===== config.mk =====
export PLATFORM = sky130hd
export DESIGN_NAME = tmz_timer0
export DESIGN_NICKNAME = d
export VERILOG_FILES = /design/src/rtl/tmz_pkg.sv /design/src/rtl/tmz_timer0.sv
export SDC_FILE = /design/constraint.sdc
export NUM_CORES = 1
export LEC_CHECK = 0
export ABC_AREA = 1
export CORE_MARGIN = 2
export CORE_UTILIZATION = 40
export DETAILED_ROUTE_END_ITERATION = 8
export DONT_BUFFER_PORTS = 1
export SETUP_SLACK_MARGIN = 0.15
export SYNTH_ARGS = -nofsm -noshare
export SYNTH_HDL_FRONTEND = slang
export SYNTH_SLANG_ARGS = --single-unit

===== constraint.sdc =====
create_clock -name pclk -period 1.5 [get_ports pclk]
set_clock_uncertainty 0.05 [all_clocks]
set_input_delay 0 -clock pclk [delete_from_list [all_inputs] [get_ports pclk]]
set_output_delay 0 -clock pclk [all_outputs]
set_load 0.02 [all_outputs]

===== src/rtl/tmz_pkg.sv =====
package tmz_pkg;
    // Register indices as printed; byte address is four times the index
    localparam logic [7:0] IDX_COUNT = 8'h01;
    localparam logic [7:0] IDX_INTCTL = 8'h0B;
    localparam logic [7:0] IDX_CONFIG = 8'h81;
    localparam logic [7:0] IDX_PORTA_DIR = 8'h85;
    localparam logic [7:0] IDX_CTRL = 8'hC0;
    localparam int ADDR_LSB = 2;
    localparam logic [11:0] ADDR_COUNT = {2'h0, IDX_COUNT, 2'h0};
    localparam logic [11:0] ADDR_INTCTL = {2'h0, IDX_INTCTL, 2'h0};
    localparam logic [11:0] ADDR_CONFIG = {2'h0, IDX_CONFIG, 2'h0};
    localparam logic [11:0] ADDR_PORTA_DIR = {2'h0, IDX_PORTA_DIR, 2'h0};
    localparam logic [11:0] ADDR_CTRL = {2'h0, IDX_CTRL, 2'h0};
    // Configuration fields
    localparam int CFG_SRC_BIT = 5;
    localparam int CFG_EDGE_BIT = 4;
    localparam int CFG_ASSIGN_BIT = 3;
    localparam int CFG_RATIO_LSB = 0;
    localparam int CFG_RATIO_W = 3;
    localparam logic [7:0] CONFIG_RST = 8'hFF;
    localparam logic [7:0] PORTA_DIR_RST = 8'hFF;
    // Interrupt control fields
    localparam int IC_GIE_BIT = 7;
    localparam int IC_OVIE_BIT = 5;
    localparam int IC_OVF_BIT = 2;
    localparam logic [7:0] INTCTL_RST = 8'h00;
    localparam logic [7:0] INTCTL_MASK = 8'hA4;
    // Control register fields
    localparam int CTRL_SLEEP_BIT = 0;
    localparam int CTRL_WDCLR_BIT = 1;
    // Write holdoff, in instruction cycles
    localparam logic [1:0] HOLDOFF_CYC = 2'h2;
    localparam logic [7:0] COUNT_MAX = 8'hFF;
endpackage : tmz_pkg


===== src/rtl/tmz_timer0.sv =====
// Function
// - Source clear: count every instruction cycle
// - Count write stalls increments two cycles
// - Source set: count external pin edges
// - Edge bit: clear rising, set falling
// - Assign bit routes divider timer or watchdog
// - Divider count has no register address
// - Ratio bits pick 1:2 to 1:256
// - Wrap from max sets overflow flag
// - Enable bit masks request, not flag
// - Flag stays until software clears it
// - Sleep halts the timer completely
// - Divider output sampled on two phases; here sampled at phase four only, phase two holds a copy
// - Divider symmetric; source period limit applies
// - One shared divider, never both users
// - Count writes clear timer-assigned divider
// - Watchdog clear resets watchdog-assigned divider and watchdog
// - Divider reassignment allowed any time
`timescale 1ns/100ps
module tmz_timer0 #(
    parameter int WIDTH = 8,
    parameter int DIV_W = 8
) (
    // APB
    input wire logic pclk,
    input wire logic presetn,
    input wire logic psel,
    input wire logic penable,
    input wire logic pwrite,
    input wire logic [11:0] paddr,
    input wire logic [31:0] pwdata,
    output logic [31:0] prdata,
    output logic pready,
    output logic pslverr,
    // External count pin
    input wire logic timer_ext_clock_pin,
    // Watchdog side
    output logic wdt_tick,
    output logic wdt_clear,
    // Processor side
    output logic timer_irq,
    output logic port_a_dir_0
);
    initial begin
        if (WIDTH != 8 || DIV_W != 8) begin
            $error("tmz_timer0 supports only 8-bit count and divider");
        end
    end

    // Phase sequencer: four phases per instruction cycle
    typedef enum logic [3:0] {
        PH1 = 4'h1,
        PH2 = 4'h2,
        PH3 = 4'h4,
        PH4 = 4'h8
    } tmz_phase_e;
    tmz_phase_e phase_ff;
    tmz_phase_e nxt_phase;

    logic [7:0] count_ff;
    logic [7:0] intctl_ff;
    logic [7:0] config_ff;
    logic [7:0] porta_dir_ff;
    logic sleep_ff;
    logic [7:0] div_ff;
    logic [1:0] hold_ff;
    logic pin_q_ff;
    logic src_prev_ff;
    logic samp2_ff;
    logic samp4_ff;
    logic wd_prev_ff;
    logic [31:0] prdata_ff;
    logic pready_ff;
    logic pslverr_ff;
    logic wdt_tick_ff;
    logic wdt_clear_ff;
    logic irq_ff;
    logic porta_ff;

    // Bus decode
    wire access = psel && penable && !pready_ff;
    // Writes land at the edge where the master sees ready
    wire wr = psel && penable && pready_ff && pwrite;
    wire hit_count = paddr == tmz_pkg::ADDR_COUNT;
    wire hit_intctl = paddr == tmz_pkg::ADDR_INTCTL;
    wire hit_config = paddr == tmz_pkg::ADDR_CONFIG;
    wire hit_porta = paddr == tmz_pkg::ADDR_PORTA_DIR;
    wire hit_ctrl = paddr == tmz_pkg::ADDR_CTRL;
    wire hit_any = hit_count | hit_intctl | hit_config | hit_porta | hit_ctrl;
    wire wr_count = wr && hit_count;
    wire wr_intctl = wr && hit_intctl;
    wire wr_config = wr && hit_config;
    wire wr_porta = wr && hit_porta;
    wire wr_ctrl = wr && hit_ctrl;
    wire wd_clear_cmd = wr_ctrl && pwdata[tmz_pkg::CTRL_WDCLR_BIT];

    // Configuration fields
    wire src_ext = config_ff[tmz_pkg::CFG_SRC_BIT];
    wire edge_fall = config_ff[tmz_pkg::CFG_EDGE_BIT];
    wire to_wdt = config_ff[tmz_pkg::CFG_ASSIGN_BIT];
    wire [2:0] ratio = config_ff[tmz_pkg::CFG_RATIO_LSB +: tmz_pkg::CFG_RATIO_W];
    wire inst_cycle = phase_ff == PH4;

    // Divider input: pin (edge adjusted) or instruction cycle tick
    wire pin_edge = src_ext ? (pin_q_ff ^ edge_fall) : 1'b0;
    wire src_level = src_ext ? pin_edge : inst_cycle;
    wire src_rise = src_level && !src_prev_ff;
    // Ratio code n taps divider bit n, giving 1:2 up to 1:256
    wire div_out = div_ff[ratio];
    // No divider: the raw edge-adjusted input feeds the sampler
    wire pre_out = to_wdt ? pin_edge : div_out;
    wire div_clear = (wr_count && !to_wdt) || (wd_clear_cmd && to_wdt);
    wire div_step = src_rise && !sleep_ff;
    // Timer increment condition
    // Phase-two copy lags phase-four sample; look once, at phase two
    wire ext_inc = phase_ff == PH2 && samp4_ff && !samp2_ff;
    wire tick = (!src_ext && to_wdt) ? inst_cycle : ext_inc;
    wire inc = tick && !sleep_ff && hold_ff == 2'h0 && !wr_count;
    wire wrap = inc && count_ff == tmz_pkg::COUNT_MAX;

    assign nxt_phase = phase_ff == PH1 ? PH2 :
                       phase_ff == PH2 ? PH3 :
                       phase_ff == PH3 ? PH4 : PH1;

    // Interrupt control next value: hardware set wins over software clear
    logic [7:0] nxt_intctl;
    always_comb begin
        nxt_intctl = intctl_ff;
        if (wr_intctl) begin
            nxt_intctl = pwdata[7:0] & tmz_pkg::INTCTL_MASK;
        end
        if (wrap) begin
            nxt_intctl[tmz_pkg::IC_OVF_BIT] = 1'b1;
        end
    end

    wire irq_req = intctl_ff[tmz_pkg::IC_OVF_BIT] && intctl_ff[tmz_pkg::IC_OVIE_BIT]
                   && intctl_ff[tmz_pkg::IC_GIE_BIT];

    // Read mux; divider deliberately has no address
    logic [31:0] nxt_rdata;
    always_comb begin
        nxt_rdata = 32'h0;
        if (hit_count) begin
            nxt_rdata[7:0] = count_ff;
        end else if (hit_intctl) begin
            nxt_rdata[7:0] = intctl_ff;
        end else if (hit_config) begin
            nxt_rdata[7:0] = config_ff;
        end else if (hit_porta) begin
            nxt_rdata[7:0] = porta_dir_ff;
        end else if (hit_ctrl) begin
            nxt_rdata[tmz_pkg::CTRL_SLEEP_BIT] = sleep_ff;
        end
    end

    wire [1:0] nxt_hold = wr_count ? tmz_pkg::HOLDOFF_CYC :
                          (inst_cycle && hold_ff != 2'h0) ? hold_ff - 2'h1 : hold_ff;
    wire [7:0] nxt_count = wr_count ? pwdata[7:0] : (inc ? count_ff + 8'h01 : count_ff);
    wire [7:0] nxt_div = div_clear ? 8'h00 : (div_step ? div_ff + 8'h01 : div_ff);
    // Watchdog postscaler tick when divider belongs to it
    wire wd_tap = div_ff[ratio];
    wire nxt_wdt_tick = to_wdt && wd_tap && !wd_prev_ff;

    always_ff @(posedge pclk or negedge presetn) begin
        if (!presetn) begin
            phase_ff <= PH1;
            config_ff <= tmz_pkg::CONFIG_RST;
            intctl_ff <= tmz_pkg::INTCTL_RST;
            porta_dir_ff <= tmz_pkg::PORTA_DIR_RST;
            sleep_ff <= 1'b0;
            div_ff <= 8'h00;
            hold_ff <= 2'h0;
        end else begin
            phase_ff <= nxt_phase;
            config_ff <= wr_config ? pwdata[7:0] : config_ff;
            intctl_ff <= nxt_intctl;
            porta_dir_ff <= wr_porta ? pwdata[7:0] : porta_dir_ff;
            sleep_ff <= wr_ctrl ? pwdata[tmz_pkg::CTRL_SLEEP_BIT] : sleep_ff;
            div_ff <= nxt_div;
            hold_ff <= nxt_hold;
        end
    end

    // Count keeps its value across resets
    always_ff @(posedge pclk) begin
        count_ff <= nxt_count;
    end

    // Pin sampling and phase synchroniser
    always_ff @(posedge pclk or negedge presetn) begin
        if (!presetn) begin
            // Idle level under reset config, so no false edge after reset
            pin_q_ff <= 1'b0;
            src_prev_ff <= 1'b1;
            samp2_ff <= 1'b1;
            samp4_ff <= 1'b1;
            wd_prev_ff <= 1'b0;
        end else begin
            pin_q_ff <= timer_ext_clock_pin;
            src_prev_ff <= src_level;
            samp2_ff <= phase_ff == PH2 ? samp4_ff : samp2_ff;
            samp4_ff <= phase_ff == PH4 ? pre_out : samp4_ff;
            wd_prev_ff <= wd_tap;
        end
    end

    // Outputs, all registered
    always_ff @(posedge pclk or negedge presetn) begin
        if (!presetn) begin
            prdata_ff <= 32'h0;
            pready_ff <= 1'b0;
            pslverr_ff <= 1'b0;
            wdt_tick_ff <= 1'b0;
            wdt_clear_ff <= 1'b0;
            irq_ff <= 1'b0;
            porta_ff <= 1'b1;
        end else begin
            prdata_ff <= access ? nxt_rdata : 32'h0;
            pready_ff <= access;
            pslverr_ff <= access && !hit_any;
            wdt_tick_ff <= nxt_wdt_tick;
            wdt_clear_ff <= wd_clear_cmd;
            irq_ff <= irq_req;
            porta_ff <= porta_dir_ff[0];
        end
    end

    assign prdata = prdata_ff;
    assign pready = pready_ff;
    assign pslverr = pslverr_ff;
    assign wdt_tick = wdt_tick_ff;
    assign wdt_clear = wdt_clear_ff;
    assign timer_irq = irq_ff;
    assign port_a_dir_0 = porta_ff;
endmodule : tmz_timer0


# --- Word-level counts from Yosys, hierarchy flattened ---
# Index checks and enable logic that the tools add are counted.
totals:
  register_bits: 61
  inputBits: 50
op_classes:
  addsub: 3
  bitwise: 5
  n_lt_le_gt_ge: 1
  n_mux: 24
  n_reduce_logical: 43
  eq_ne: 10
op_table:
  columns: ["operator", "count"]
  rows:
  - ["8-bit 2-to-1 mux", 8]
  - ["12-bit by 10-bit equality test with 1-bit output (second input constant)", 3]
  - ["1-bit logical AND", 27]
  - ["8-bit by 1-bit adder with 8-bit output (second input constant)", 2]
  - ["12-bit by 3-bit equality test with 1-bit output (second input constant)", 1]
  - ["12-bit by 6-bit equality test with 1-bit output (second input constant)", 1]
  - ["4-bit 2-to-1 mux", 3]
  - ["2-bit nonzero test", 5]
  - ["1-bit zero test", 9]
  - ["8-bit equality test (second input constant)", 1]
  - ["1-bit 2-to-1 mux", 8]
  - ["7-bit 2-to-1 mux", 1]
  - ["4-bit by 1-bit equality test with 1-bit output (second input constant)", 1]
  - ["4-bit by 2-bit equality test with 1-bit output (second input constant)", 1]
  - ["4-bit by 3-bit equality test with 1-bit output (second input constant)", 1]
  - ["4-bit equality test (second input constant)", 1]
  - ["3-bit by 4-bit < comparator with 1-bit output (second input constant)", 1]
  - ["2-bit 2-to-1 mux", 2]
  - ["1-bit bitwise OR", 4]
  - ["1-bit binary-select mux with 3-bit select", 1]
  - ["3-bit 2-to-1 mux", 1]
  - ["2-bit zero test", 1]
  - ["2-bit by 1-bit subtractor with 2-bit output (second input constant)", 1]
  - ["1-bit logical OR", 1]
  - ["1-bit bitwise XOR", 1]

# --- Depth between registers and ports, before layout ---
# Gate-level depths: netlist of run 1.
logic_depth:
  depth_word: 9
  depth_mapped: 10

# --- Worst setup path before layout of run 1 ---
# Ideal clock, no wire load.
synth_timing:
  kind: "flip-flop to flip-flop"
  from: "register pready_ff, in the netlist pready"
  to: "register count_ff[0], enable pin"
  arrival_time_ps: 1299
  setup_slack_ps: -178
  stages_incl_launch_ff: 6
  path_buffers: 1
  path_cell_list: "dfrtp_1 -> nand2_1 -> nor2_4 -> nand3_1 -> buf_2 -> nand2_1"
synth_via:
  elab_chain_len: 6
synth_rtl:
  columns: ["item", "line_no", "rtl"]
  rows:
  - ["from (decl)", "tmz_timer0.sv:73", "logic pready_ff;"]
  - ["from (signal assigned)", "tmz_timer0.sv:220", "pready_ff <= access;"]
  - ["1-bit logical AND * (2 in series)", "tmz_timer0.sv:83", "wire wr = psel && penable && pready_ff && pwrite;"]
  - ["1-bit logical AND *", "tmz_timer0.sv:90", "wire wr_count = wr && hit_count;"]
  - ["1-bit zero test", "tmz_timer0.sv:118", "wire inc = tick && !sleep_ff && hold_ff == 2'h0 && !wr_count;"]
  - ["1-bit logical AND", "tmz_timer0.sv:118", null]
  - ["2-bit nonzero test (no source line) *", null, null]
  - ["to (signal assigned)", "tmz_timer0.sv:187", "count_ff <= nxt_count;"]
  - ["to (decl)", "tmz_timer0.sv:60", "logic [7:0] count_ff;"]
# Mark *: on every way between the ends. The rest lies on a longest branch, timed or not.
# A chain may end at the register's enable or synchronous reset.

# --- Worst setup path in the final report of run 1 ---
layout_timing:
  from: "register config_ff[5]"
  to: "register count_ff[1], enable pin"
layout_via:
  elab_chain_len: 7
layout_rtl:
  columns: ["item", "line_no", "rtl"]
  rows:
  - ["from (decl)", "tmz_timer0.sv:62", "logic [7:0] config_ff;"]
  - ["from (signal assigned)", "tmz_timer0.sv:168", "config_ff <= tmz_pkg::CONFIG_RST;"]
  - ["from (signal assigned)", "tmz_timer0.sv:176", "config_ff <= wr_config ? pwdata[7:0] : config_ff;"]
  - ["1-bit zero test", "tmz_timer0.sv:117", "wire tick = (!src_ext && to_wdt) ? inst_cycle : ext_inc;"]
  - ["1-bit logical AND", "tmz_timer0.sv:117", null]
  - ["1-bit 2-to-1 mux", "tmz_timer0.sv:117", null]
  - ["1-bit logical AND (3 in series)", "tmz_timer0.sv:118", null]
  - ["2-bit nonzero test (no source line)", null, null]
# Every way passes these cells.

==> results of run 1 <==
per-stage QoR:
stage               utilization, %  hold WS (ns)  setup WS, ns  cell area [um2]  cells
global placement              42.2        -0.343       0.00264             3450    523
finish                        51.4        0.0142       0.00514             4200    575
floorplan                        -        -0.346        0.0427             3460    437
CTS                           49.8       0.00168      -0.00756             4070    570
global route                  51.4        0.0564       -0.0599             4200    575
detailed placement            42.2        -0.344       -0.0279             3450    523
worst max-delay path: stages, from the launching register on:
cell	delay, ns
dfstp_2	0.55
inv_2	0.05
nand2_2	0.06
a21oi_2	0.03
nor3b_1	0.19
nand2_1	0.14
nand2_4	0.14
sequential cells by signal, summed over array words and instances (netlist names):
register and flops:
sleep_ff 1, src_prev_ff 1, wd_prev_ff 1, wdt_tick 1, phase_ff 4, intctl_ff 3, hold_ff 2, count_ff 8
timer_irq 1, port_a_dir_0 1, samp4_ff 1, pslverr 1, porta_dir_ff 8, prdata 8, pin_q_ff 1, wdt_clear 1
samp2_ff 1, div_ff 8, config_ff 8, pready 1
worst paths after layout:
path,start,end,slack (ns),cells past startpoint
hold reg to reg,porta_dir_ff[0]$_DFFE_PN1P_,port_a_dir_0$_DFF_PN1_,0.34,0
max in group asynchronous,presetn,porta_dir_ff[3]$_DFFE_PN1P_,0.94,2
min in group asynchronous,presetn,pin_q_ff$_DFF_PN0_,0.15,2
setup / recovery,config_ff[5]$_DFFE_PN1P_,count_ff[1]$_DFFE_PP_,0.005,6
setup reg to reg,config_ff[5]$_DFFE_PN1P_,count_ff[1]$_DFFE_PP_,0.005,6
hold / removal,paddr[8],div_ff[1]$_DFFE_PN0P_,0.01,5
power groups by stage:
stage | Combinational (W) | Clock [W] | Sequential, W
final | 0.000308 | 0.00168 | 0.00174
after detailed placement | 0.000222 | 0 | 0.00177
after floorplan | 0.000232 | 0 | 0.00177
after global routing | 0.000354 | 0.00181 | 0.00174
after CTS | 0.000306 | 0.00172 | 0.00174
after global placement | 0.000218 | 0 | 0.00177
cells by family (layout without fill, tap and decap cells):
family / after synthesis / after routing / share of synthesized area [%]
simple gates: 208 / 208 / 27.5
other cells: 1 / 24 / 0.112
buf+inv: 81 / 114 / 12.6
xor+xnor: 7 / 7 / 1.83
flops: 61 / 61 / 47.6
fa+ha+maj: 3 / 3 / 1.12
compound gates: 53 / 53 / 9.24
metal layers:
metal	share of wire, %	up-vias	global-route usage (%)
met2	48	78	30.8
li1	-	1378	-
met5	0	-	0
met1	47	1294	23.8
met3	4.3	12	3.72
met4	1.6	0	7.26
Yosys cell counts, drive strengths merged:
cell type / count
nand3b: 1
a22oi: 1
buf: 30
a21oi: 5
and2: 2
nor4: 1
nand3: 30
or2: 2
xor2: 7
dfrtp: 32
nor2: 52
ha: 3
edfxtp: 8
nand2: 105
nand4: 7
nor3b: 1
and3: 1
nor3: 6
a31oi: 1
inv: 51
o21ai: 42
o21bai: 1
o211ai: 3
conb: 1
dfstp: 21
final cells by class:
cell class / count / area [um2]
Inverter: 51 / 191
Fill cell: 767 / 3970
Clock buffer: 12 / 155
Tap cell: 105 / 131
Timing Repair Buffer: 47 / 449
Sequential cell: 61 / 1590
Clock inverter: 4 / 70.1
Multi-Input combinational cell: 295 / 1610
what timing repair did:
| action | in CTS | in global routing |
|---|---|---|
| setup buffers | 12 | 5 |
| pin swaps | 19 | 22 |
| hold endpoints to repair | 92 | 0 |
| endpoints found under the setup margin | 27 | 33 |
| gates resized for setup | 36 | 23 |
| hold buffers | 19 | 0 |
==> results by group, run 1 <==
Outcome
  • Status: completed

Worst setup path
  • CP Class: reg2reg
  • CP Data Arrival Time: ~1.5 ns
  • Startpoint Class: flip-flop
  • Max FO, Critical Path: 8
  • Critical Path RT: 1.50 ns
  • Crit. End Element: flip-flop

Synthesis
  • Ys Warns: 0
  • Cell area after synthesis: around 3300 um2
  • Synth top area share: 24.0%
  • Post-synthesis register bit count: 61
  • Gate Count Post-Synth: around 410
  • Synth area leader: dfrtp_1
  • Unique masters post-synth: 36
  • Mean Syn Cell Area: a little over 8 um2
  • Seq/Total Area, Yosys: ~48%
  • Top cells by area, synth: dfrtp_1, dfstp_2, nand2_1

Detailed routing
  • Post-DR vias/cell: 4.80
  • DRT antenna net count: 0
  • Initial drt markers: 100
  • First-pass DRT Iterations: 4
  • Wire per inst: approximately 14 um
  • # DRC: 0
  • Final WL: between 7000 and 8000 um
  • Via count: 2,762

Power
  • Clock share of power: 45.1%
  • Flop pwr share: between 40 and 50%
  • Leakage: ~2.0 nW
  • Power Density: ~890 nW/um2
  • Worst VDD drop: roughly 0.44 mV
  • Sw Pwr: just under 0.0009 W
  • Switching Share: a little under a quarter
  • Internal power: about 0.0028 W
  • Post-layout power: 0.00373 W
  • Part of the power in combinational logic: under 10%

Clock network
  • CTS tree: done
  • Clock slew at reported path FFs: 0.07 ns
  • Maximum buffer depth of the clock tree: 2
  • Clock latency on the worst-skew pair: roughly 0.34 ns
  • CTS Buf Count: 9
  • CTS root buf: clkbuf_8
  • Clock sinks: 61
  • H-tree levels: 3

Cells and area
  • Layout cell share with drive strength beyond 1: 27.4%
  • Ant diodes: 0
  • Layout area overhead: 25.7%
  • Nets: ~520
  • Commonest non-fill, non-tap cell in the layout: nand2_1
  • Commonest non-fill, non-tap cells in the layout: nand2_1, inv_1, nor2_1, dfrtp_1, conb_1

Placement
  • Detail Placement HPWL: around 5300 um
  • Placer Congestion: 0.830
  • Port Buffer Count: 0

Floorplan
  • Core ar.: just over 8000 um2
  • Die height: 95.4 um
  • Rows: 33
  • Die width: about 95 um
  • Starting Density: between 40% and 50%
  • I/O pins: 88
  • Die Area: 9100 um2

Timing
  • Final setup TNS: 0 ns
  • Final Hold Viols: 0
  • # setup viols final: 0
  • Max Slew Vio Count: 0
  • Period minus WS final: 1.49 ns
  • RSZ-0062 raised after global routing: true
  • Final period utilization: between 90% and 100%
  • Max Freq: around 670 MHz

Global routing
  • Initial antenna violation count: 0
  • Largest net degree at the start of global routing: between 50 and 60
  • Vias in the first global route: between 2,000 and 3,000
  • First-pass GRT wire length: between 10,000 and 15,000 um
  • GRT Overall Usage: 18.6%
  • Grt ovf: 0

Hold path
  • Worst hold path type: in2reg

Run
  • Max-cap violation count: 0
(Power assumes the default switching activity.)
==> run 2: changes to the inputs <==
--- a/config.mk
+++ b/config.mk
@@ -7,3 +7,2 @@
 export LEC_CHECK = 0
-export ABC_AREA = 1
 export CORE_MARGIN = 2
==> constraint.sdc (replaced) <==
create_clock -name pclk -period 1.5 [get_ports pclk]
set_clock_uncertainty 0.05 [all_clocks]
set_input_delay 0.15 -clock pclk [delete_from_list [all_inputs] [get_ports pclk]]
set_output_delay 0.15 -clock pclk [all_outputs]
set_load 0.02 [all_outputs]
==> results by group, run 2 <==
Detailed routing
  • # DRC: 0
  • Initial drt markers: between 90 and 100
  • DRT antenna net count: 0
  • Final WL: 8610 um
  • Via count: roughly 2,500
  • First-pass DRT Iterations: 4
  • Wire per inst: approximately 18 um
  • Post-DR vias/cell: roughly 5.3

Cells and area
  • Layout cell share with drive strength beyond 1: a little over half
  • Commonest non-fill, non-tap cell in the layout: buf_4
  • Commonest non-fill, non-tap cells in the layout: buf_4, dfrtp_1, mux2_4, conb_1, dfstp_2
  • Finished Layout Cells: 475
  • Nets: around 420
  • Final Instance Area: roughly 4700 um2
  • Layout area overhead: 45.4%
  • Ant diodes: 0

Timing
  • Worst Setup Slack, final: -0.339 ns
  • # setup viols final: between 40 and 50
  • WHS: -0.569 ns
  • Final period utilization: 123%
  • Max Freq: approximately 540 MHz
  • Max Slew Vio Count: 0
  • Final Hold Viols: 53
  • RSZ-0062 raised after global routing: true
  • Period minus WS final: 1.84 ns

Clock network
  • Clock sinks: 61
  • Hold_buf cts: 12
  • Clock slew at reported path FFs: ~0.080 ns
  • CTS Buf Count: 9
  • Maximum buffer depth of the clock tree: 2
  • Clock latency on the worst-skew pair: 0.35 ns
  • H-tree levels: 3
  • CTS root buf: clkbuf_8
  • CTS tree: done

Placement
  • Port Buffer Count: 0
  • Detail Placement HPWL: approximately 5400 um
  • Placed inst area: between 3000 and 4000 um2
  • Placer Congestion: roughly 0.8
  • Post-Place Cells: between 400 and 500

Synthesis
  • Seq/Total Area, Yosys: ~49%
  • Synth top area share: between 20 and 25%
  • Synth Area in Simple Gates: 17.2%
  • Ys Warns: 0
  • Mux cell area share after synthesis: a little over an eighth
  • Post-synthesis xor/xnor area fraction: about 3%
  • Synth area leader: dfrtp_1
  • Unique masters post-synth: 57
  • Mean Syn Cell Area: approximately 11 um2
  • Main combinational cell family by area after synthesis: simple AND/OR/NAND/NOR gates
  • Top cells by area, synth: dfrtp_1, dfstp_2, mux2_2
  • Primary FF master, synth: dfrtp_1
  • Adder-cell share of the synthesized area: roughly 1.2%
  • Post-synth EDFFs: 8
  • Post-synthesis compound-gate area fraction: under 10%
  • Cell area after synthesis: 3240 um2
  • Synth top cells by count: dfrtp_1, mux2_2, buf_4
  • Asr flop ratio synth: approximately 87%
  • Post-synthesis register bit count: 61
  • Gate Count Post-Synth: approximately 280

Worst setup path
  • Crit. End Element: flip-flop
  • Startpoint Class: flip-flop
  • Worst path max stage delay: 0.55 ns
  • Critical Path RT: approximately 1.7 ns
  • Critical path buffers and inverters: 0
  • CP Cell Sequence: or4b_4 -> a2bb2oi_4 -> or4_4 -> a21oi_2
  • Largest delay share family, worst path: simple AND/OR/NAND/NOR gates
  • CP Class: reg2reg
  • CP max-delay cell: or4b_4
  • CP Data Arrival Time: approximately 2.1 ns
  • Max FO, Critical Path: 5

Floorplan
  • Rows: 32
  • Die height: between 90 and 100 um
  • Die width: about 94 um
  • Die Area: roughly 9000 um2
  • I/O pins: between 80 and 90
  • Starting Density: between 40% and 50%
  • Core ar.: about 7800 um2

Global routing
  • Vias in the first global route: 2,625
  • Largest net degree at the start of global routing: between 50 and 60
  • Grt ovf: 0
  • Initial antenna violation count: 0
  • GRT Overall Usage: around a fifth
  • First-pass GRT wire length: about 14,000 um

Run
  • Max-cap violation count: 0

Outcome
  • Violated checks: negative hold slack, negative setup slack
  • Status: finished, violations left

Power
  • Switching Share: approximately a quarter
  • Leakage: slightly above 2 nW
  • Post-layout power: ~0.0038 W
  • Worst VDD drop: between 0.3 and 0.4 mV
  • Sw Pwr: about 0.00093 W
  • Clock share of power: 45.5%
  • Part of the power in combinational logic: a little under a tenth
  • Flop pwr share: roughly 45%
  • Internal power: just under 0.003 W
  • Power Density: a little over 800 nW/um2

Hold path
  • Worst hold path type: in2async
-- run 2: repair_timing --
action                                  CTS  global route
gates cloned                              2             0
pin swaps                                10            18
resized for setup                        70            33
endpoints found under the setup margin   54            61
endpoints found under the hold margin    86            53
buffers inserted                         13             7
-- run 2: power by group through the flow --
stage,sequential [W],clock [W],combinational [W]
floorplan,0.00176,0,0.000244
CTS,0.00173,0.00179,0.000343
global placement,0.00176,0,0.000277
detailed placement,0.00176,0,0.000284
global route,0.00173,0.00184,0.000399
finish,0.00173,0.00175,0.000368
-- run 2: path summary, 6_finish.rpt --
path	start	to	slack [ns]	depth (start not counted)
setup / recovery	phase_ff[1]$_DFF_PN0_	div_ff[5]$_DFFE_PN0P_	-0.34	4
hold / removal	presetn	div_ff[6]$_DFFE_PN0P_	-0.57	0
setup reg to reg	phase_ff[1]$_DFF_PN0_	div_ff[5]$_DFFE_PN0P_	-0.34	4
hold reg to reg	porta_dir_ff[0]$_DFFE_PN1P_	port_a_dir_0$_DFF_PN1_	0.34	0
max in group asynchronous	presetn	src_prev_ff$_DFF_PN1_	1.78	0
min in group pclk	paddr[9]	prdata[0]$_DFF_PN0_	0.03	3
-- run 2: cells by family (layout without fill, tap and decap cells) --
| family | after synthesis | after routing |
|---|---|---|
| buffers and inverters | 43 | 108 |
| adder cells (fa/ha/maj) | 3 | 3 |
| other | 1 | 24 |
| XOR/XNOR | 11 | 11 |
| flip-flops | 61 | 61 |
| AND/OR/NAND/NOR | 90 | 90 |
| multiplexers | 37 | 37 |
| AO/OA/AOI/OAI | 38 | 39 |
-- run 2: layout make-up --
class,instances,area (um2)
sequential,61,1590
clock inverter,6,92.6
inverter,10,37.5
clock buffer,10,149
multi-input combinational,204,2000
fill,619,3100
tap,102,128
timing repair buffer,82,717
-- run 2: routing by layer --
layer	GRT usage (%)	routed length [um]
met2	33.7	4330
met3	5.06	375
met4	6.04	104
met5	0	0
met1	26.4	3800
-- run 2: metrics by stage --
stage	TNS, ns	setup WS (ns)	utilization, %
6_report	-6.02	-0.339	60.4
5_1_grt	-8.53	-0.392	60.4
4_1_cts	-5.88	-0.350	57.4
3_5_place_dp	-17.31	-0.418	47.4
3_3_place_gp	-15.56	-0.372	47.4
2_1_floorplan	-12.60	-0.440	-
==> run 3: changes to the inputs <==
- CORE_UTILIZATION: 40 -> 55
- PLACE_DENSITY: not set -> 0.7
- clock period: 1.5 -> 2.1 ns (I/O delays scaled with it)
==> results by group, run 3 (synthesis gave the netlist of run 2 again) <==
Outcome
  • Status: completed

Worst setup path
  • CP Cell Sequence: or4b_4 -> a2bb2oi_2 -> or4_4 -> a21oi_2
  • CP Class: reg2reg
  • Max FO, Critical Path: 7
  • Critical path buffers and inverters: 0
  • CP Data Arrival Time: around 2.2 ns
  • CP max-delay cell: or4b_4
  • Crit. End Element: flip-flop
  • Largest delay share family, worst path: simple AND/OR/NAND/NOR gates
  • Worst path max stage delay: 0.55 ns
  • Startpoint Class: flip-flop
  • Critical Path RT: between 2 and 2.5 ns

Floorplan
  • Rows: 27
  • Die width: between 80 and 90 um
  • I/O pins: between 80 and 90
  • Die Area: roughly 6500 um2
  • Core ar.: roughly 5600 um2
  • Starting Density: between 50% and 60%
  • Die height: about 80 um

Cells and area
  • Nets: 367
  • Ant diodes: 0
  • FILL cells: 437
  • Layout area overhead: 13.0%
  • Layout cell share with drive strength beyond 1: a little under a third
  • Commonest non-fill, non-tap cells in the layout: mux2_2, dfrtp_1, conb_1, dfstp_2, buf_4
  • Multi-input gate area: 1520 um2
  • Final Instance Area: 3660 um2
  • Reg area: between 1500 and 2000 um2

Global routing
  • Initial antenna violation count: 0
  • Largest net degree at the start of global routing: 54
  • GRT Overall Usage: between 20% and 30%
  • Grt ovf: 0
  • Vias in the first global route: around 2,200
  • First-pass GRT wire length: ~11,000 um

Timing
  • Worst-margin pin slew: approximately 0.56 ns
  • Period minus WS final: slightly below 2 ns
  • Final setup TNS: 0 ns
  • Max Freq: 516 MHz
  • Max Slew Vio Count: 0
  • Final Hold Viols: 0
  • RSZ-0062 raised after global routing: true
  • # setup viols final: 0
  • Slew HR: 62.5%
  • Final period utilization: 92.3%

Power
  • Flop pwr share: a little over half
  • Power Density: between 600 and 700 nW/um2
  • Clock share of power: 38.0%
  • Sw Pwr: 0.000595 W
  • Part of the power in combinational logic: under 10%
  • Internal power: roughly 0.0017 W
  • Post-layout power: approximately 0.0023 W
  • Worst VDD drop: around 0.6 mV
  • Switching Share: about 26%
  • Leakage: 1.53 nW

Clock network
  • H-tree levels: 3
  • Clock slew at reported path FFs: 0.07 ns
  • Clock latency on the worst-skew pair: 0.34 ns
  • CTS root buf: clkbuf_8
  • Maximum buffer depth of the clock tree: 2
  • CTS Buf Count: 9
  • CTS tree: done
  • Clock sinks: 61

Placement
  • Port Buffer Count: 0
  • Detail Placement HPWL: 4710 um
  • Placer Congestion: 0.819
  • Placed inst area: 3330 um2

Detailed routing
  • DRT antenna net count: 0
  • Post-DR vias/cell: between 5 and 6
  • # DRC: 0
  • Initial drt markers: ~140
  • First-pass DRT Iterations: 4
  • Final WL: between 7000 and 8000 um
  • Via count: ~2,300
  • Wire per inst: roughly 18 um

Hold path
  • Worst hold path type: in2reg

Run
  • Max-cap violation count: 0
-- run 3: cell types whose count changed in the layout (fill, tap and decap cells not counted), sizes merged --
| cell | previous run | this run |
|---|---|---|
| a2bb2oi | 2 | 1 |
| clkbuf | 10 | 11 |
| buf | 70 | 18 |
| clkinv | 3 | 4 |
| inv | 11 | 10 |
| dlygate4sd3 | 12 | 11 |
| clkinvlp | 0 | 1 |
| bufinv | 2 | 0 |
-- run 3: layout make-up --
type                            instances  share of cell area, %
Inverter                               10                   1.03
Tap cell                               72                   2.46
Clock inverter                          5                  0.752
Timing Repair Buffer                   29                   7.25
Clock buffer                           11                   3.59
Sequential cell                        61                   43.5
Multi-Input combinational cell        203                   41.4
-- run 3: metrics by stage --
| step | worst slack [ns] | instances | hold slack, ns | util, % |
|---|---|---|---|---|
| after global routing | 0.113 | 391 | 0.0325 | 65.3 |
| after detailed placement | 0.0306 | 362 | -0.134 | 59.4 |
| after CTS | 0.156 | 391 | 0.0184 | 65.0 |
| final | 0.161 | 391 | 0.0271 | 65.3 |
| after global placement | 0.0573 | 362 | -0.134 | 59.4 |
| after floorplan | 0.156 | 307 | -0.136 | - |
-- run 3: repair_timing --
item,in CTS,in global routing
hold endpoints to repair,75,0
pin swaps,0,1
gates resized for setup,2,5
setup endpoints to repair,12,12
hold buffers,12,0
buffers inserted,1,0
-- run 3: power groups by stage --
stage	sequential [W]	clock (W)	combinational, W
finish	0.00124	0.000876	0.000193
global route	0.00124	0.000947	0.000217
CTS	0.00124	0.000890	0.000192
detailed placement	0.00126	0	0.000144
global placement	0.00126	0	0.000140
floorplan	0.00126	0	0.000167
-- run 3: worst paths after layout --
kind | slack [ns] | depth (start not counted) | end | from
setup / recovery | 0.16 | 4 | div_ff[5]$_DFFE_PN0P_ | phase_ff[0]$_DFF_PN1_
hold / removal | 0.03 | 3 | prdata[7]$_DFF_PN0_ | paddr[9]
setup reg to reg | 0.16 | 4 | div_ff[5]$_DFFE_PN0P_ | phase_ff[0]$_DFF_PN1_
hold reg to reg | 0.33 | 0 | port_a_dir_0$_DFF_PN1_ | porta_dir_ff[0]$_DFFE_PN1P_
max in group asynchronous | 1.35 | 2 | porta_dir_ff[3]$_DFFE_PN1P_ | presetn
min in group asynchronous | 0.36 | 2 | intctl_ff[5]$_DFFE_PN0P_ | presetn
-- run 3: per-layer routing --
metal	routed length, um	track usage, %
met4	110	9.66
met5	0	0
met1	3100	31.3
met2	3370	36.2
met3	510	4.78
-- run 3: tightest hold or removal path, delay by kind of cell --
family             cells  cell delay, ns
AOI/OAI and AO/OA      2            0.11
and+or+nand+nor        1            0.06
